`src/core/tir_pkg.sv`:
```
/*
 * Package for the timer interrupt request logic: constants, state encoding
 * and the packed structs that carry the CPU context and acceptance signals.
 * Assumes a single 125 MHz system clock and a synchronous active-low reset.
 */
package tir_pkg;

    // ********************************************************************
    // register map of the plain software port
    // ********************************************************************
    localparam logic [3:0] ADDR_PEND   = 4'h0; // pending flag, bit 0
    localparam logic [3:0] ADDR_PERMIT = 4'h1; // permit flag, bit 0
    localparam logic [3:0] ADDR_SEL    = 4'h2; // pulse select, bits 1:0
    localparam logic [3:0] ADDR_STATUS = 4'h3; // global on, in service, ce
    localparam int         DATA_W      = 4;
    localparam int         SEL_W       = 2;
    localparam int         NUM_PULSES  = 4;

    // ********************************************************************
    // reset values and vector
    // ********************************************************************
    localparam logic [DATA_W-1:0] DATA_ZERO   = 4'h0;
    localparam logic [SEL_W-1:0]  SEL_RESET   = 2'h0;
    localparam logic [13:0]       TIMER_VECT  = 14'h0003;
    localparam logic [1:0]        VECT_SEG    = 2'h0;
    localparam int                PC_W        = 14;
    localparam int                BANK_W      = 4;
    localparam int                STACK_DEPTH = 7;
    localparam logic [2:0]        SP_RESET    = 3'h0;
    localparam logic [2:0]        SP_ONE      = 3'h1;

    // ********************************************************************
    // timing: carry set pulse trails the interrupt pulse fall by 10 ms
    // ********************************************************************
    localparam int CLK_MHZ        = 125;
    localparam int CARRY_DELAY_MS = 10;
    localparam int CARRY_DELAY_CYC = CARRY_DELAY_MS * 1000 * CLK_MHZ;
    localparam int DLY_W          = 21;

    // ********************************************************************
    // types
    // ********************************************************************
    typedef enum logic [1:0] {
        TIR_IDLE    = 2'b00,
        TIR_SERVICE = 2'b01
    } tir_state_t;

    typedef struct packed {
        logic [PC_W-1:0]   pc;
        logic [BANK_W-1:0] bank;
        logic              idx_en;
    } tir_ctx_t;

    typedef struct packed {
        logic              take;     // one-cycle acceptance strobe
        logic [1:0]        seg;
        logic [PC_W-1:0]   vector;
    } tir_accept_t;

endpackage

```
`src/core/tir_timer_irq.sv`:
```
/*
 * Timer interrupt request logic: edge detect, pending flag, acceptance,
 * context stack and chip-enable reset synchronised to the carry set pulse.
 * Assumes the timer pulses and CE pin are asynchronous pins, the carry set
 * pulse is generated here, and the CPU sequencer presents one-cycle instruction strobes.
 */
// Chosen here: the register offsets and strobed register access.
`timescale 1ns/1ps
// Overview of operation
// RULE1: request on falling edge of selected pulse
// RULE2: each request sets the pending flag
// RULE3: accept needs pending, global on, permit
// RULE4: vector to address 0003H segment 0
// RULE5: acceptance clears the pending flag
// RULE6: disabled pending flag stays until enabled
// RULE7: software write 0 cancels request
// RULE8: software write 1 acts as request
// RULE9: acceptance pushes one stack level
// RULE10: bank and index enable saved too
// RULE11: return only via return instruction pop
// RULE12: acceptance enters global-off; later requests wait
// RULE13: select change falling pulse raises request
// RULE14: clear beats coincident falling edge
// RULE15: ce reset on next carry set edge
// RULE16: ce reset beats coincident request
// RULE17: ce reset clears pending flag
// RULE18: carry set rises 10 ms after fall
// RULE19: software finishes service within one period
// RULE20: ce reset only after ce rises
// RULE21: return restores bank and index enable
// RULE22: registered edge detect, one-cycle set
module tir_timer_irq
    import tir_pkg::*;
(
    input  wire logic                  CLK_SYS_I,
    input  wire logic                  NRST_I,
    input  wire logic [NUM_PULSES-1:0] PULSE_I,
    input  wire logic                  CE_PIN_I,
    input  wire logic [3:0]            REG_ADDR_I,
    input  wire logic [DATA_W-1:0]     REG_WDATA_I,
    input  wire logic                  REG_WR_I,
    input  wire logic                  REG_RD_I,
    output logic [DATA_W-1:0]          REG_RDATA_O,
    input  wire logic                  GLOBAL_INT_ON_INSTR_I,
    input  wire logic                  GLOBAL_INT_OFF_INSTR_I,
    input  wire logic                  RETURN_FROM_IRQ_INSTR_I,
    input  wire logic                  CPU_READY_I,
    input  wire tir_pkg::tir_ctx_t     CPU_CTX_I,
    output tir_pkg::tir_accept_t       ACCEPT_O,
    output tir_pkg::tir_ctx_t          RESTORE_CTX_O,
    output logic                       RESTORE_O,
    output logic                       CARRY_SET_O,
    output logic                       CE_RESET_O,
    output logic                       GLOBAL_INT_OFF_STATE_O,
    output logic                       TIMER_IRQ_PENDING_O
);
    import tir_pkg::*;

    // ********************************************************************
    // pin synchronisers
    // ********************************************************************
    logic [NUM_PULSES-1:0] pulse_s1_r, pulse_s2_r;
    logic                  ce_s1_r, ce_s2_r, ce_prev_r;

    // two flops on every asynchronous pin
    always_ff @(posedge CLK_SYS_I) begin
        if (!NRST_I) begin
            pulse_s1_r <= '0;
            pulse_s2_r <= '0;
            ce_s1_r    <= 1'b0;
            ce_s2_r    <= 1'b0;
            ce_prev_r  <= 1'b0;
        end else begin
            pulse_s1_r <= PULSE_I;
            pulse_s2_r <= pulse_s1_r;
            ce_s1_r    <= CE_PIN_I;
            ce_s2_r    <= ce_s1_r;
            ce_prev_r  <= ce_s2_r;
        end
    end

    // ********************************************************************
    // software-visible control
    // ********************************************************************
    logic [SEL_W-1:0] sel_r;
    logic             permit_r;
    logic             pend_r;
    logic             glob_on_r;
    logic             sel_pulse_prev_r;
    logic             sel_pulse;
    logic             fall_set;
    logic             wr_pend, wr_permit, wr_sel;
    logic             accept;
    logic             ce_reset;
    tir_state_t       state_r;

    // if/else decode of the plain write port
    always_comb begin
        wr_pend   = 1'b0;
        wr_permit = 1'b0;
        wr_sel    = 1'b0;
        if (REG_WR_I && REG_ADDR_I == ADDR_PEND) begin
            wr_pend = 1'b1;
        end else if (REG_WR_I && REG_ADDR_I == ADDR_PERMIT) begin
            wr_permit = 1'b1;
        end else if (REG_WR_I && REG_ADDR_I == ADDR_SEL) begin
            wr_sel = 1'b1;
        end
    end

    // permit and pulse selection; ce reset restores defaults
    always_ff @(posedge CLK_SYS_I) begin
        if (!NRST_I || ce_reset) begin
            permit_r <= 1'b0;
            sel_r    <= SEL_RESET;
        end else begin
            if (wr_permit) permit_r <= REG_WDATA_I[0];
            if (wr_sel)    sel_r    <= REG_WDATA_I[SEL_W-1:0];
        end
    end

    // ********************************************************************
    // falling edge detection on the selected pulse
    // ********************************************************************
    // the previous sample is of the selected mux output, so a select
    // change from a high pulse to a low one reads as a fall
    assign sel_pulse = pulse_s2_r[sel_r];                          // [RULE13]

    always_ff @(posedge CLK_SYS_I) begin
        if (!NRST_I) begin
            sel_pulse_prev_r <= 1'b0;
        end else begin
            sel_pulse_prev_r <= sel_pulse;                         // [RULE22]
        end
    end

    assign fall_set = sel_pulse_prev_r && !sel_pulse;     // [RULE1] [RULE22]

    // ********************************************************************
    // pending flag
    // ********************************************************************
    // priority: ce reset, then software write, then edge, then accept;
    // a written 0 beats a coincident fall, a held flag waits for enables
    always_ff @(posedge CLK_SYS_I) begin
        if (!NRST_I) begin
            pend_r <= 1'b0;
        end else if (ce_reset) begin
            pend_r <= 1'b0;                              // [RULE16] [RULE17]
        end else if (wr_pend && !REG_WDATA_I[0]) begin
            pend_r <= 1'b0;                               // [RULE7] [RULE14]
        end else if (wr_pend && REG_WDATA_I[0]) begin
            pend_r <= 1'b1;                                        // [RULE8]
        end else if (fall_set) begin
            pend_r <= 1'b1;                                        // [RULE2]
        end else if (accept) begin
            pend_r <= 1'b0;                                        // [RULE5]
        end
    end

    // ********************************************************************
    // acceptance and global enable
    // ********************************************************************
    // no nesting: a request during service waits for the return, even
    // when the routine re-enables just before it
    assign accept = pend_r && glob_on_r && permit_r && CPU_READY_I
                    && state_r == TIR_IDLE                       // [RULE12]
                    && !ce_reset && !wr_pend;           // [RULE3] [RULE6]

    // enable instr turns on; accept or disable instr turns off
    always_ff @(posedge CLK_SYS_I) begin
        if (!NRST_I || ce_reset) begin
            glob_on_r <= 1'b0;
        end else if (accept) begin
            glob_on_r <= 1'b0;                                    // [RULE12]
        end else if (GLOBAL_INT_OFF_INSTR_I) begin
            glob_on_r <= 1'b0;
        end else if (GLOBAL_INT_ON_INSTR_I) begin
            glob_on_r <= 1'b1;
        end
    end

    // ********************************************************************
    // context stack
    // ********************************************************************
    tir_ctx_t stack_r [STACK_DEPTH];
    logic [2:0] sp_r;
    logic       pop;

    // pop only on the return instruction with a level in use
    assign pop = RETURN_FROM_IRQ_INSTR_I && sp_r != SP_RESET;     // [RULE11]

    always_ff @(posedge CLK_SYS_I) begin
        if (!NRST_I || ce_reset) begin
            sp_r <= SP_RESET;
        end else if (accept) begin
            sp_r <= sp_r + SP_ONE;                                 // [RULE9]
        end else if (pop) begin
            sp_r <= sp_r - SP_ONE;
        end
    end

    // one generate per stack entry; overflow beyond depth is dropped
    genvar gi;
    generate
        for (gi = 0; gi < STACK_DEPTH; gi++) begin : g_stack
            always_ff @(posedge CLK_SYS_I) begin
                if (!NRST_I) begin
                    stack_r[gi] <= '0;
                end else if (accept && sp_r == 3'(gi)) begin
                    stack_r[gi] <= CPU_CTX_I;                     // [RULE10]
                end
            end
        end
    endgenerate

    // service tracking for status read
    always_ff @(posedge CLK_SYS_I) begin
        if (!NRST_I || ce_reset) begin
            state_r <= TIR_IDLE;
        end else begin
            case (state_r)
                TIR_IDLE:    if (accept) state_r <= TIR_SERVICE;
                TIR_SERVICE: if (pop && sp_r == SP_ONE) state_r <= TIR_IDLE;
                default:     state_r <= TIR_IDLE;
            endcase
        end
    end

    // registered acceptance and restore outputs
    always_ff @(posedge CLK_SYS_I) begin
        if (!NRST_I) begin
            ACCEPT_O      <= '0;
            RESTORE_O     <= 1'b0;
            RESTORE_CTX_O <= '0;
        end else begin
            ACCEPT_O.take   <= accept;
            ACCEPT_O.seg    <= VECT_SEG;                           // [RULE4]
            ACCEPT_O.vector <= TIMER_VECT;                         // [RULE4]
            RESTORE_O       <= pop;
            if (pop) begin
                RESTORE_CTX_O <= stack_r[sp_r - SP_ONE];          // [RULE21]
            end
        end
    end

    // ********************************************************************
    // carry set pulse, delayed from the pulse fall
    // ********************************************************************
    // a fixed lag lets a short service routine finish before ce reset
    localparam logic [DLY_W-1:0] DLY_LAST = DLY_W'(CARRY_DELAY_CYC - 1);
    logic [DLY_W-1:0] dly_cnt_r;
    logic             dly_run_r;
    logic             carry_set_r;
    logic             ce_armed_r;
    logic             ce_reset_r;

    always_ff @(posedge CLK_SYS_I) begin
        if (!NRST_I) begin
            dly_cnt_r   <= '0;
            dly_run_r   <= 1'b0;
            carry_set_r <= 1'b0;
        end else begin
            carry_set_r <= 1'b0;
            if (fall_set) begin
                dly_run_r <= 1'b1;
                dly_cnt_r <= '0;
            end else if (dly_run_r && dly_cnt_r == DLY_LAST) begin
                dly_run_r   <= 1'b0;
                carry_set_r <= 1'b1;                              // [RULE18]
            end else if (dly_run_r) begin
                dly_cnt_r <= dly_cnt_r + 1'b1;
            end
        end
    end

    // arm on ce rise, fire on the next carry set pulse
    always_ff @(posedge CLK_SYS_I) begin
        if (!NRST_I) begin
            ce_armed_r <= 1'b0;
        end else if (ce_s2_r && !ce_prev_r) begin
            ce_armed_r <= 1'b1;                                   // [RULE20]
        end else if (carry_set_r) begin
            ce_armed_r <= 1'b0;
        end
    end

    assign ce_reset = ce_armed_r && carry_set_r;                  // [RULE15]

    always_ff @(posedge CLK_SYS_I) begin
        if (!NRST_I) begin
            ce_reset_r <= 1'b0;
        end else begin
            ce_reset_r <= ce_reset;
        end
    end

    // ********************************************************************
    // read port, data one cycle after the strobe
    // ********************************************************************
    always_ff @(posedge CLK_SYS_I) begin
        if (!NRST_I) begin
            REG_RDATA_O <= DATA_ZERO;
        end else if (!REG_RD_I) begin
            REG_RDATA_O <= DATA_ZERO;
        end else if (REG_ADDR_I == ADDR_PEND) begin
            REG_RDATA_O <= {3'h0, pend_r};
        end else if (REG_ADDR_I == ADDR_PERMIT) begin
            REG_RDATA_O <= {3'h0, permit_r};
        end else if (REG_ADDR_I == ADDR_SEL) begin
            REG_RDATA_O <= {2'h0, sel_r};
        end else if (REG_ADDR_I == ADDR_STATUS) begin
            REG_RDATA_O <= {1'b0, ce_s2_r, state_r == TIR_SERVICE,
                            glob_on_r};
        end else begin
            REG_RDATA_O <= DATA_ZERO; // unmapped reads as zero
        end
    end

    assign CARRY_SET_O            = carry_set_r;
    assign CE_RESET_O             = ce_reset_r;
    assign GLOBAL_INT_OFF_STATE_O = !glob_on_r;
    assign TIMER_IRQ_PENDING_O    = pend_r;

    // ********************************************************************
    // checks
    // ********************************************************************
    accept_needs_all_a: assert property (@(posedge CLK_SYS_I)          // [RULE3]
        disable iff (!NRST_I) ACCEPT_O.take |->
        $past(pend_r) && $past(permit_r) && $past(glob_on_r))
        else $error("accept without enables");
    vector_fixed_a: assert property (@(posedge CLK_SYS_I)              // [RULE4]
        disable iff (!NRST_I) ACCEPT_O.take |->
        ACCEPT_O.vector == TIMER_VECT && ACCEPT_O.seg == VECT_SEG)
        else $error("wrong vector");
    accept_clears_a: assert property (@(posedge CLK_SYS_I)             // [RULE5]
        disable iff (!NRST_I) accept && !fall_set |=> !pend_r)
        else $error("pending not cleared");
    accept_disables_a: assert property (@(posedge CLK_SYS_I)          // [RULE12]
        disable iff (!NRST_I) accept |=> !glob_on_r ##1 !ACCEPT_O.take)
        else $error("global not off");
    fall_sets_pend_a: assert property (@(posedge CLK_SYS_I)            // [RULE2]
        disable iff (!NRST_I) fall_set && !wr_pend && !ce_reset |=> pend_r)
        else $error("fall lost");
    clear_wins_a: assert property (@(posedge CLK_SYS_I)               // [RULE14]
        disable iff (!NRST_I) wr_pend && !REG_WDATA_I[0] |=>
        !pend_r ##1 !ACCEPT_O.take)
        else $error("clear lost");
    ce_clears_pend_a: assert property (@(posedge CLK_SYS_I)           // [RULE17]
        disable iff (!NRST_I) ce_reset |=> !pend_r && CE_RESET_O)
        else $error("ce reset kept pending");
    push_one_level_a: assert property (@(posedge CLK_SYS_I)            // [RULE9]
        disable iff (!NRST_I) accept |=> sp_r == $past(sp_r) + SP_ONE)
        else $error("stack not pushed");
    ce_needs_rise_a: assert property (@(posedge CLK_SYS_I)            // [RULE20]
        disable iff (!NRST_I) ce_reset |-> ce_armed_r && carry_set_r)
        else $error("ce reset unarmed");
    no_nesting_a: assert property (@(posedge CLK_SYS_I)           // [RULE12]
        disable iff (!NRST_I) state_r == TIR_SERVICE |=> !ACCEPT_O.take)
        else $error("accept during service");
    held_pend_a: assert property (@(posedge CLK_SYS_I)             // [RULE6]
        disable iff (!NRST_I) pend_r && !(glob_on_r && permit_r)
        && !wr_pend && !ce_reset |=> pend_r)
        else $error("held request lost");
    wr_one_sets_a: assert property (@(posedge CLK_SYS_I)           // [RULE8]
        disable iff (!NRST_I) wr_pend && REG_WDATA_I[0] && !ce_reset
        |=> pend_r)
        else $error("written request lost");
    sel_fall_a: assert property (@(posedge CLK_SYS_I)             // [RULE13]
        disable iff (!NRST_I) wr_sel && !ce_reset && sel_pulse
        && !pulse_s2_r[REG_WDATA_I[SEL_W-1:0]] |=>
        fall_set || $changed(pulse_s2_r))
        else $error("select fall missed");
    single_set_a: assert property (@(posedge CLK_SYS_I)           // [RULE22]
        disable iff (!NRST_I) fall_set |=> !fall_set)
        else $error("fall held two cycles");
    restore_ctx_a: assert property (@(posedge CLK_SYS_I)          // [RULE21]
        disable iff (!NRST_I) pop && sp_r == SP_ONE |=>
        RESTORE_O && RESTORE_CTX_O == stack_r[0])
        else $error("wrong context restored");
endmodule

```
`config.mk`:
```
export PLATFORM = sky130hd
export DESIGN_NAME = tir_timer_irq
export DESIGN_NICKNAME = d
export VERILOG_FILES = /design/src/core/tir_pkg.sv /design/src/core/tir_timer_irq.sv
export SDC_FILE = /design/constraint.sdc
export NUM_CORES = 1
export LEC_CHECK = 0
export CELL_PAD_IN_SITES_DETAIL_PLACEMENT = 0
export CELL_PAD_IN_SITES_GLOBAL_PLACEMENT = 1
export CORE_AREA = 2 2 139 154
export CTS_CLUSTER_DIAMETER = 50
export DETAILED_ROUTE_END_ITERATION = 7
export DIE_AREA = 0 0 141 156
export DONT_BUFFER_PORTS = 1
export PLACE_DENSITY = 0.76
export SYNTH_ARGS = -nofsm -noshare
export SYNTH_HDL_FRONTEND = slang
export SYNTH_SLANG_ARGS = --single-unit
```
`constraint.sdc`:
```
create_clock -name CLK_SYS_I -period 7 [get_ports CLK_SYS_I]
set_input_delay 1.4 -clock CLK_SYS_I [delete_from_list [all_inputs] [get_ports CLK_SYS_I]]
set_output_delay 1.4 -clock CLK_SYS_I [all_outputs]
set_load 0.02 [all_outputs]
```
# --- Word-level counts from Yosys, hierarchy flattened ---
# Memories as Yosys holds them, arrays and structs flattened. A register that Yosys moved wholly into a read port is not among the register bits.
# Cells that the tools add are included.
totals:
  latchBits: 0
  regBits: 69
  mem_bits_rw: 133
  output_inout_bits: 45
  romBits: 0
  elab_cells: 159
  inputBits: 40
  n_memories: 1
mem_list:
  columns: ["memory", "depth", "width", "rd", "rd_ports_with_merged_regs", "wr", "line_no", "rtl"]
  rows:
  - ["stack_r", 7, 19, 1, 1, 7, "tir_timer_irq.sv:185", "tir_ctx_t stack_r [STACK_DEPTH];"]
op_classes:
  muxes: 55
  reduce_logical: 50
  mul: 0
  n_shift: 0
  bitwise: 11
  order_cmp: 1
  eq_ne: 13
  n_div: 0
  n_addsub: 3
op_table:
  columns: ["cell", "n"]
  rows:
  - ["$mux W19", 7]
  - ["$mux W1", 39]
  - ["$logic_and A1 B1 Y1", 24]
  - ["$add A21 B1 Y21 const B", 1]
  - ["$eq A21 B21 Y1 const B", 1]
  - ["$mux W2", 5]
  - ["$eq A3 B3 Y1 const B", 3]
  - ["$eq A4 B2 Y1 const B", 2]
  - ["$logic_not A1 Y1", 8]
  - ["$or A1 B1 Y1", 7]
  - ["$eq A3 B2 Y1 const B", 2]
  - ["$mux W3", 2]
  - ["$reduce_and A2 Y1", 3]
  - ["$reduce_bool A2 Y1", 3]
  - ["$reduce_bool A3 Y1", 2]
  - ["$reduce_or A3 Y1", 2]
  - ["$reduce_or A6 Y1", 1]
  - ["$reduce_or A5 Y1", 1]
  - ["$eq A4 B1 Y1 const B", 1]
  - ["$logic_not A4 Y1", 1]
  - ["$ne A2 B2 Y1 const B", 2]
  - ["$not A1 Y1", 4]
  - ["$pmux W2 S2", 1]
  - ["$reduce_or A4 Y1", 1]
  - ["other kinds (10)", 10]

# --- Logic depth before layout (Yosys ltp) ---
# Gate-level depths: netlist (run 1).
depth:
  word_depth: 11
  mapped_depth: 10
  ltp_nobuf: 7

# --- Worst setup path before layout (run 1) ---
# Ideal clock, no wire load.
synth_path:
  path_kind: "in2reg"
  startpoint: "input port REG_WR_I"
  endpoint: "memory stack_r[4][0] (netlist name) (enable)"
  required_time_ps: 6579
  t_arrival_ps: 3390
  n_path_buf: 1
  path_slack_ps: 3189
  cell_stages: 6
  setup_ps: 421
  path_cell_list: "nor2b_2 nand2_2 and2_4 buf_6 nand2_1 o21ai_0"
synth_lines:
  columns: ["element", "line_no", "rtl"]
  rows:
  - ["start, declared", "tir_timer_irq.sv:41", "input wire logic REG_WR_I,"]
  - ["end, declared", "tir_timer_irq.sv:185", null]

# --- Worst setup path in the final report (run 1) ---
layout_path:
  startpoint: "register sp_r[0]"
  endpoint: "register RESTORE_CTX_O[11] (netlist name)"
layout_via:
  elab_chain_len: 2
  word_cells_on_any_way: 3
  cone_classes: "add/sub (1); reduce/logical (2)"
layout_rtl:
  columns: ["element", "line_no", "rtl"]
  rows:
  - ["start, declared", "tir_timer_irq.sv:186", "logic [2:0] sp_r;"]
  - ["start signal, assigned", "tir_timer_irq.sv:196", "sp_r <= sp_r + SP_ONE;"]
  - ["start signal, assigned", "tir_timer_irq.sv:198", "sp_r <= sp_r - SP_ONE;"]
  - ["parallel branches: the longest is 2 deep, another holds $sub A3 B1 Y3", null, null]
# Parallel ways; which one is timed is not known.
# A chain may end at the register's enable or synchronous reset.

==> impl_metrics.toml, run 1 <==
[placement]
dp.final_hpwl_mm = 11.91
dp_cells = 969
place_area_mm2 = 0.009246
port_buffers = 0
place_congestion = 0.8143
dp_slack_ps = 3672

[cells_and_area]
fin_cells = 1013
layout.nets = 786
drive_gt1_share_pct = 13.08
nFillCells = 1743
n_antenna_cell = 0
final_area_mm2 = 0.01005
final_core_util_pct = 49.17
area_growth_pct = 10.82

[clock_network]
cts-root-buf = "clkbuf_16"
clock_sinks = 204
cts_htree_levels = 1
tritoncts = "built"
numCtsBuffers = 24
cts_resized = 0
cts_buffer_depth = 3
cts_setup_buffers = 0
path_clk_slew_ps = 60
clock_latency_ps = 500
ctsHoldBuffers = 0

[status]
status = "finished clean"

[die]
die_h_um = 156
die_area_mm2 = 0.02200
initial_utilization_pct = 44.37
die_w_um = 141
fp-row-count = 55
io_pins = 85
core_region_area_mm2 = 0.02044

[critical_path]
r2r_cells = 7
cp.required_ps = 7380
cp-start-kind = "flip-flop"
arrival_ps = 3700
path_class = "flip-flop to flip-flop"
worstPathMaxFanout = 41
end_kind = "flip-flop"

[synthesis]
synth-seq-cells = 204
synth_cell_type_count = 56
synth_top_area_share_pct = 44.04
syn_avg_cell_area_um2 = 12.25
yosysTopAreaCell = "edfxtp_1"
yosys_warnings = 0
synth-seq-area-share_pct = 59.71
synth_cells = 740
synth.area.top_cells = "edfxtp_1 44%, dfxtp_1 16%, and2_1 10%"
synth_area_mm2 = 0.009069

[sta]
rsz0062_at_grt = "false"
relSlewSlack_pct = 26.69
worst_pin_slew_ps = 1097
finalSetupViolations = 0
fmax_ghz = 0.3013
finalCritPeriodShare_pct = 47.41
worst_slack_ps = 3681
setup_tns_ps = 0
clock-skew-final_ps = 13.64
slew_violations = 0
hold_viol_final = 0
timing.hold.ws_ps = 437.6
fin_crit_ps = 3319

[run]
max_cap_violations = 0

[route]
met2_length_mm = 9.997
vias_per_cell = 5.414
wl_per_cell_um = 18.96
drt-pass1-iter-count = 5
routedLengthMet1_mm = 7.927
ant_nets = 0
routed.top_layer = "met4"
first_iter_violations = 222
remaining_drc_errors = 0
drt_wl_total_mm = 19.21
wl_met3_mm = 1.024
vias = 5484

[grt]
track_usage_pct = 17.65
grt_pass1_wl_mm = 30.57
grt_pass1_vias = 5782
grt_max_degree = 46
overflow = 0
antenna_found_initial = 0

[power_and_ir_drop]
leakagePower_nw = 3.625
max-vdd-ir-drop_v = 0.0002108
p_total_mw = 3.558
powerDensity_mw_per_mm2 = 354.0

[hold_path]
hold_path.class = "flip-flop to flip-flop"
hold_depth = 1
-- worst max-delay path, cell delays in order, from the launching register on --
cell     delay, ps
dfxtp_2        310
buf_4          620
inv_1          260
ha_2           780
buf_4          450
mux4_2         360
a21oi_1        270
a21oi_1        100
-- sequential cells by signal, indices dropped and copies added (netlist names), 2 cells and up --
signal / cells
sp_r: 3
stack_r: 133
dly_cnt_r: 21
RESTORE_CTX_O: 19
pulse_s1_r: 4
pulse_s2_r: 4
REG_RDATA_O: 3
sel_r: 2
ACCEPT_O: 2
-- path summary, 6_finish.rpt --
kind                        to           from  slack [ps]
max          RESTORE_CTX_O[11]        sp_r[0]        3680
min              pulse_s2_r[2]  pulse_s1_r[2]         440
max reg2reg  RESTORE_CTX_O[11]        sp_r[0]        3680
min reg2reg      pulse_s2_r[2]  pulse_s1_r[2]         440
-- logic make-up after synthesis --
kind of cell | after synthesis | synth area share [%]
AOI/OAI and AO/OA | 109 | 6.981
adders and majority gates | 7 | 0.9657
buffers and inverters | 66 | 3.932
xor gates and xnor gates | 14 | 1.435
and+or+nand+nor | 295 | 19.29
DFF | 204 | 59.71
muxes | 44 | 7.643
other | 1 | 0.04135
-- cell type report --
class | count | area [um^2] | share of cell area (%)
timing repair buffer | 11 | 82.58 | 0.8217
clock buffer | 37 | 733.2 | 7.296
clock inverter | 7 | 70.07 | 0.6972
inverter | 14 | 52.55 | 0.5229
multi-input combinational | 484 | 3374 | 33.58
tap | 256 | 320.3 | 3.187
sequential | 204 | 5416 | 53.90
-- power breakdown --
| group | switching, mW | total, mW | leakage, nW | internal, mW |
|---|---|---|---|---|
| combinational | 0.542 | 0.849 | 1.28 | 0.308 |
| clock | 0.476 | 1.24 | 0.399 | 0.760 |
| sequential | 0.109 | 1.47 | 1.95 | 1.36 |
| total | 1.13 | 3.56 | 3.63 | 2.43 |
-- per-layer routing --
layer | vias up | GRT usage [%]
li1 | 2623 | -
met1 | 2709 | 21.40
met2 | 124 | 32.64
met3 | 28 | 3.407
met4 | 0 | 3.810
met5 | - | 0
-- cells in the final DEF, fill, tap and decap left out, types with 3 or more instances in the layout --
cell and count:
and2_1 148, edfxtp_1 133, dfxtp_1 70, nor2_1 50, a21oi_1 48, nand2_1 27
clkbuf_16 26, o21ai_0 23, mux2i_1 22, a211oi_1 22, mux4_2 20, conb_1 15
inv_1 14, nand3_1 13, buf_4 11, nand4_1 9, xor2_1 8, o21ai_2 6
ha_1 6, clkbuf_1 6, and4_1 5, xnor2_1 5, nor3_1 5, clkbuf_8 4
nand2b_1 3, nor3_4 3, or3_1 3
-- Yosys cell counts, drive strengths merged --
cell	instances
a211o	1
a211oi	22
a21oi	48
a22oi	1
a31oi	2
and2	149
and3	4
and4	5
and4b	1
and4bb	2
buf	32
clkbuf	20
conb	1
dfxtp	71
edfxtp	133
ha	7
inv	14
mux2	2
mux2i	22
mux4	20
nand2	28
nand2b	3
nand3	14
nand4	10
nand4b	1
nor2	53
nor2b	3
nor3	9
nor3b	2
nor4	2
nor4b	2
o2111ai	2
o211ai	2
o21ai	31
or2	2
or3	3
or4	2
xnor2	6
xor2	8
(Power assumes the default switching activity.)
==> run 2, diff against run 1 <==
--- a/config.mk
+++ b/config.mk
@@ -5,14 +5,15 @@
 export SDC_FILE = /design/constraint.sdc
 export NUM_CORES = 1
 export LEC_CHECK = 0
+export ABC_AREA = 1
 export CELL_PAD_IN_SITES_DETAIL_PLACEMENT = 0
 export CELL_PAD_IN_SITES_GLOBAL_PLACEMENT = 1
-export CORE_AREA = 2 2 139 154
+export CORE_AREA = 2 2 141 157
 export CTS_CLUSTER_DIAMETER = 50
 export DETAILED_ROUTE_END_ITERATION = 7
-export DIE_AREA = 0 0 141 156
+export DIE_AREA = 0 0 143 159
 export DONT_BUFFER_PORTS = 1
-export PLACE_DENSITY = 0.76
+export PLACE_DENSITY = 0.79
 export SYNTH_ARGS = -nofsm -noshare
 export SYNTH_HDL_FRONTEND = slang
 export SYNTH_SLANG_ARGS = --single-unit
==> constraint.sdc (replaced) <==
create_clock -name CLK_SYS_I -period 3.2 [get_ports CLK_SYS_I]
set_input_delay 0.64 -clock CLK_SYS_I [delete_from_list [all_inputs] [get_ports CLK_SYS_I]]
set_output_delay 0.64 -clock CLK_SYS_I [all_outputs]
set_load 0.02 [all_outputs]
==> run 2 against run 1 <==
  * Global-route usage up 2.0 points
  * Critical path depth down 1
  * Synthesized cell count up 38%
  * Via count up 21%
  * Power up 130%
  * Core utilization up 0.43 points
  * Critical endpoint is now stack_r[2][1]
  * Largest cell class unchanged
==> impl_metrics.toml, run 2 <==
[status]
status = "finished clean"

[cells_and_area]
top_register = "stack_r"
layout.nets = 1065
largest_reg_flops = 133
drive_gt1_share_pct = 9.730
reg.largest.list = "stack_r: 133 flops, dly_cnt_r: 21 flops, RESTORE_CTX_O: 19 flops"
nFillCells = 2033
area_growth_pct = 11.79
final_cell_mix = "224 x nor2_1, 213 x nand2_1, 133 x edfxtp_1"
final_common_cell = "nor2_1"
fin_cells = 1328
n_antenna_cell = 0
final_core_util_pct = 49.60

[route]
first_iter_violations = 432
wl_per_cell_um = 16.55
drt-pass1-iter-count = 5
ant_nets = 0
vias = 6632
drt_wl_total_mm = 21.98
vias_per_cell = 4.994
remaining_drc_errors = 0

[synthesis]
synth-seq-area-share_pct = 57.88
synth_edf_count = 133
yosys.area_share.simple_pct = 24.75
synth_compound_area_share_pct = 6.726
synth-seq-cells = 204
synth.area.top_cells = "edfxtp_1 43%, dfxtp_1 15%, nor2_1 9.0%"
yosysTopAreaCell = "edfxtp_1"
yosys_warnings = 0
synth_area_mm2 = 0.009356
synth_xor_area_share_pct = 1.417
syn_avg_cell_area_um2 = 9.191
synth_common_cells = "224 x nor2_1, 213 x nand2_1, 133 x edfxtp_1"
synthArstFlopShare_pct = 0
synth_top_family_by_area = "simple AND/OR/NAND/NOR gates"
synth_top_area_share_pct = 42.69
muxShareOfSynthArea_pct = 0
synth_most_common_cell = "nor2_1"
synthFlopType = "edfxtp_1"
synth_cell_type_count = 39
synth_fa_ha_area_share_pct = 0.9361
synth_cells = 1018

[clock_network]
cts-root-buf = "clkbuf_16"
cts_setup_buffers = 0
tritoncts = "built"
ctsHoldBuffers = 0
clock_latency_ps = 540
cts_resized = 0
path_clk_slew_ps = 60
numCtsBuffers = 26
clock_sinks = 204
cts_htree_levels = 1
cts_buffer_depth = 3

[critical_path]
regToRegEndpoint = "stack_r[2][1]"
arrival_ps = 2590
worstPathMaxFanout = 60
r2r_cells = 6
end_kind = "flip-flop"
cp-startpoint = "sp_r[0]"
cp.required_ps = 3380
path_class = "flip-flop to flip-flop"
cp-start-kind = "flip-flop"
regToRegSetupSlack_ps = 800
rr_startpoint = "sp_r[0]"
crit_end = "stack_r[2][1]"

[die]
initial_utilization_pct = 44.36
die_h_um = 159
fp-row-count = 56
io_pins = 85
core_region_area_mm2 = 0.02109
die_area_mm2 = 0.02274
die_w_um = 143

[grt]
grt_pass1_wl_mm = 34.98
track_usage_pct = 19.63
antenna_found_initial = 0
grt_pass1_vias = 6491
overflow = 0
grt_max_degree = 61

[sta]
hold_viol_final = 0
slew_violations = 0
fmax_ghz = 0.4160
rsz0062_at_grt = "false"
worst_pin_slew_ps = 782.9
finalCritPeriodShare_pct = 75.12
fin_crit_ps = 2404
finalSetupViolations = 0
setup_tns_ps = 0
relSlewSlack_pct = 47.75
clock-skew-final_ps = 28.69

[power_and_ir_drop]
leakagePower_nw = 4.280
max-vdd-ir-drop_v = 0.0004955
powerDensity_mw_per_mm2 = 772.7

[placement]
dp.final_hpwl_mm = 12.93
place_congestion = 0.7632
dp_cells = 1280
port_buffers = 0

[hold_path]
hold_path.class = "input port to flip-flop"

[run]
max_cap_violations = 0
run 2: how the worst min path moves through the flow:
stage	slack [ps]	cells after the start	endpoint	start
after floorplan	390	2	ce_s2_r	ce_s1_r
after global placement	400	2	pulse_s2_r[3]	pulse_s1_r[3]
after detailed placement	400	2	pulse_s2_r[0]	pulse_s1_r[0]
after CTS	130	0	ACCEPT_O[0]	NRST_I
after global routing	120	0	ACCEPT_O[0]	NRST_I
final	150	0	ACCEPT_O[0]	NRST_I
run 2: critical path, stage by stage (launching register included):
cell and delay (ps):
dfxtp_2 320, clkinv_1 50, buf_4 570, ha_1 400, inv_1 130, o31ai_4 220
buf_4 370
run 2: per-layer routing:
layer | GRT usage [%] | wire length (um) | vias to the layer above
met3 | 3.549 | 1297 | 37
met2 | 33.45 | 10750 | 167
li1 | - | - | 3292
met4 | 4.905 | 526 | 0
met5 | 0 | 0 | -
met1 | 25.84 | 9404 | 3136
run 2: report_power, final:
part	switching [mW]	internal (mW)	leakage, nW	total [mW]
clock	1.14	1.95	0.456	3.09
sequential	0.173	2.95	1.95	3.13
combinational	1.34	0.532	1.87	1.87
total	2.65	5.44	4.28	8.08
run 2: area by class of cell:
| class | count | area (um^2) | area share [%] |
|---|---|---|---|
| Clock inverter | 14 | 212.7 | 2.033 |
| Timing Repair Buffer | 17 | 140.1 | 1.340 |
| Multi-Input combinational cell | 682 | 3264 | 31.21 |
| Sequential cell | 204 | 5416 | 51.78 |
| Clock buffer | 34 | 732.0 | 6.998 |
| Tap cell | 290 | 362.8 | 3.469 |
| Inverter | 87 | 331.6 | 3.170 |
run 2: metrics by stage:
stage               power, mW  worst slack, ps  cell area [um^2]  hold slack [ps]
CTS                     8.163            795.4             10460            125.5
global route            8.481            693.7             10460            121.1
global placement        5.039            834.1              9515            399.1
detailed placement      5.059            787.5              9515            398.4
floorplan               4.584            62.64              9409            390.5
finish                  8.083            796.1             10460            147.3
run 2: logic make-up (layout without fill, tap and decap cells):
family | count (synthesis) | in the layout
simple gates | 531 | 531
other cells | 1 | 15
compound gates | 116 | 116
fa+ha+maj | 7 | 7
buf+inv | 146 | 152
xor+xnor | 13 | 13
flops | 204 | 204
==> run 3, diff against run 2 <==
==> config.mk (replaced) <==
export PLATFORM = sky130hd
export DESIGN_NAME = tir_timer_irq
export DESIGN_NICKNAME = d
export VERILOG_FILES = /design/src/core/tir_pkg.sv /design/src/core/tir_timer_irq.sv
export SDC_FILE = /design/constraint.sdc
export NUM_CORES = 1
export LEC_CHECK = 0
export ABC_AREA = 0
export CELL_PAD_IN_SITES_DETAIL_PLACEMENT = 0
export CELL_PAD_IN_SITES_GLOBAL_PLACEMENT = 1
export CORE_AREA = 2 2 139 154
export CTS_CLUSTER_DIAMETER = 50
export DETAILED_ROUTE_END_ITERATION = 7
export DIE_AREA = 0 0 141 156
export DONT_BUFFER_PORTS = 1
export PLACE_DENSITY = 0.76
export SYNTH_ARGS = -nofsm -noshare
export SYNTH_HDL_FRONTEND = slang
export SYNTH_SLANG_ARGS = --single-unit
==> constraint.sdc (replaced) <==
create_clock -name CLK_SYS_I -period 2.4 [get_ports CLK_SYS_I]
set_input_delay 0.48 -clock CLK_SYS_I [delete_from_list [all_inputs] [get_ports CLK_SYS_I]]
set_output_delay 0.48 -clock CLK_SYS_I [all_outputs]
set_load 0.02 [all_outputs]
==> run 3 against run 2 <==
  * First-iteration DRC count shrank 35%
  * Combinational power grew 46%
  * Worst setup slack lost 540 ps
  * Cell area shrank 0.99%
  * Final cell count shrank 22%
  * Sequential share of layout area grew 0.52 points
  * Power grew 35%
  * Non-clock buffer count grew 6
  * Core utilization grew 1.1 points
  * Routed wire length shrank 8.3%
  * Critical path type unchanged
  * Largest power group unchanged
==> impl_metrics.toml, run 3 (same netlist as run 1, synthesis figures left out) <==
[die]
initial_utilization_pct = 44.37
die_area_mm2 = 0.02200
core_region_area_mm2 = 0.02044
die_w_um = 141
io_pins = 85
fp-row-count = 55
die_h_um = 156

[route]
remaining_drc_errors = 0
wl_per_cell_um = 19.54
vias = 5602
drt-pass1-iter-count = 5
ant_nets = 0
drt_wl_total_mm = 20.14
vias_per_cell = 5.434
first_iter_violations = 279

[critical_path]
path_class = "flip-flop to flip-flop"
end_kind = "flip-flop"
cp.required_ps = 2790
path_cells = "inv_1, nand2_1, nor2_2, and2_1"
crit_path_top_delay_cell = "nor2_2"
cp_num_buf_inv = 1
critPathTopFamily = "simple AND/OR/NAND/NOR gates"
cpPeakStageDelay_ps = 840
cp-start-kind = "flip-flop"
worstPathMaxFanout = 19
arrival_ps = 2540
regToRegSetupSlack_ps = 250

[clock_network]
tritoncts = "built"
cts_buffer_depth = 3
clock_latency_ps = 530
ctsHoldBuffers = 2
cts_setup_buffers = 0
cts_htree_levels = 1
cts-root-buf = "clkbuf_16"
path_clk_slew_ps = 60
cts_resized = 0
numCtsBuffers = 27
clock_sinks = 204

[power_and_ir_drop]
powerDensity_mw_per_mm2 = 1052
leakagePower_nw = 3.750
max-vdd-ir-drop_v = 0.0006114
p_total_mw = 10.90

[cells_and_area]
final_common_cell = "and2_1"
layout.nets = 801
n_antenna_cell = 0
top_register = "stack_r"
reg.largest.list = "stack_r: 133 flops, dly_cnt_r: 21 flops, RESTORE_CTX_O: 19 flops"
largest_reg_flops = 133
drive_gt1_share_pct = 14.71
area_growth_pct = 14.20
final_area_mm2 = 0.01036
final_cell_mix = "148 x and2_1, 133 x edfxtp_1, 70 x dfxtp_1"

[grt]
grt_util_met2_pct = 33.94
top_usage_layer = "met2"
grt_pass1_vias = 5961
antenna_found_initial = 0
grt_max_degree = 46
met1_usage_pct = 22.27
overflow = 0
grt_pass1_wl_mm = 31.93
track_usage_pct = 18.72
met3_usage_pct = 4.236

[status]
status = "finished clean"

[sta]
hold_viol_final = 0
worst_slack_ps = 253.4
slew_violations = 0
worst_pin_slew_ps = 1047
clock-skew-final_ps = 14.29
finalSetupViolations = 0
rsz0062_at_grt = "false"
timing.hold.ws_ps = 73.45
relSlewSlack_pct = 30.16
fin_crit_ps = 2147
finalCritPeriodShare_pct = 89.44
fmax_ghz = 0.4659

[placement]
port_buffers = 0
dp.final_hpwl_mm = 12.16
dp_slack_ps = 304.8
place_congestion = 0.8172
place_area_mm2 = 0.009459

[hold_path]
hold_path.class = "input port to flip-flop"

[run]
max_cap_violations = 0
==> run 3: cell count changes in the layout (fill, tap and decap cells not counted), moves of 10 or more <==
cell,delta
and2_1,+148
nand3_1,-44
a211oi_1,+19
a21oi_1,+27
o22ai_1,-15
buf_12,+10
inv_1,-68
o21ai_0,-33
nor2_1,-174
mux2i_1,+22
mux4_2,+20
nand2_1,-186
==> run 3: worst paths after layout <==
kind                       from             end  depth (start not counted)
setup / recovery        sp_r[2]   stack_r[2][5]                          4
hold / removal    REG_ADDR_I[0]  REG_RDATA_O[2]                          2
setup reg to reg        sp_r[2]   stack_r[2][5]                          4
hold reg to reg   pulse_s1_r[1]   pulse_s2_r[1]                          1
==> run 3: through the flow <==
| step | util (%) | std cells | setup TNS (ps) |
|---|---|---|---|
| after detailed placement | 46.28 | 979 | 0 |
| after global placement | 46.28 | 979 | 0 |
| after CTS | 50.67 | 1031 | 0 |
| after global routing | 50.67 | 1031 | 0 |
| final | 50.67 | 1031 | 0 |
| after floorplan | - | 754 | -5718 |
==> run 3: routing by layer <==
metal | up-vias | share of wire, %
met5 | - | 0
met4 | 0 | 2.0
met3 | 32 | 6.2
met2 | 162 | 51
met1 | 2750 | 40
li1 | 2658 | -
==> run 3: cell type report <==
cell class	instances	area, um^2
inverters	14	52.55
well taps	256	320.3
flip-flops and latches	204	5416
multi-input cells	484	3374
fillers	1796	10080
clock buffers	35	715.7
clock inverters	15	161.4
repair buffers	23	315.3
==> run 3: where the power goes <==
group	total (mW)	switching, mW	internal [mW]
clock	3.88	1.53	2.35
combinational	2.73	1.65	1.08
sequential	4.29	0.317	3.98
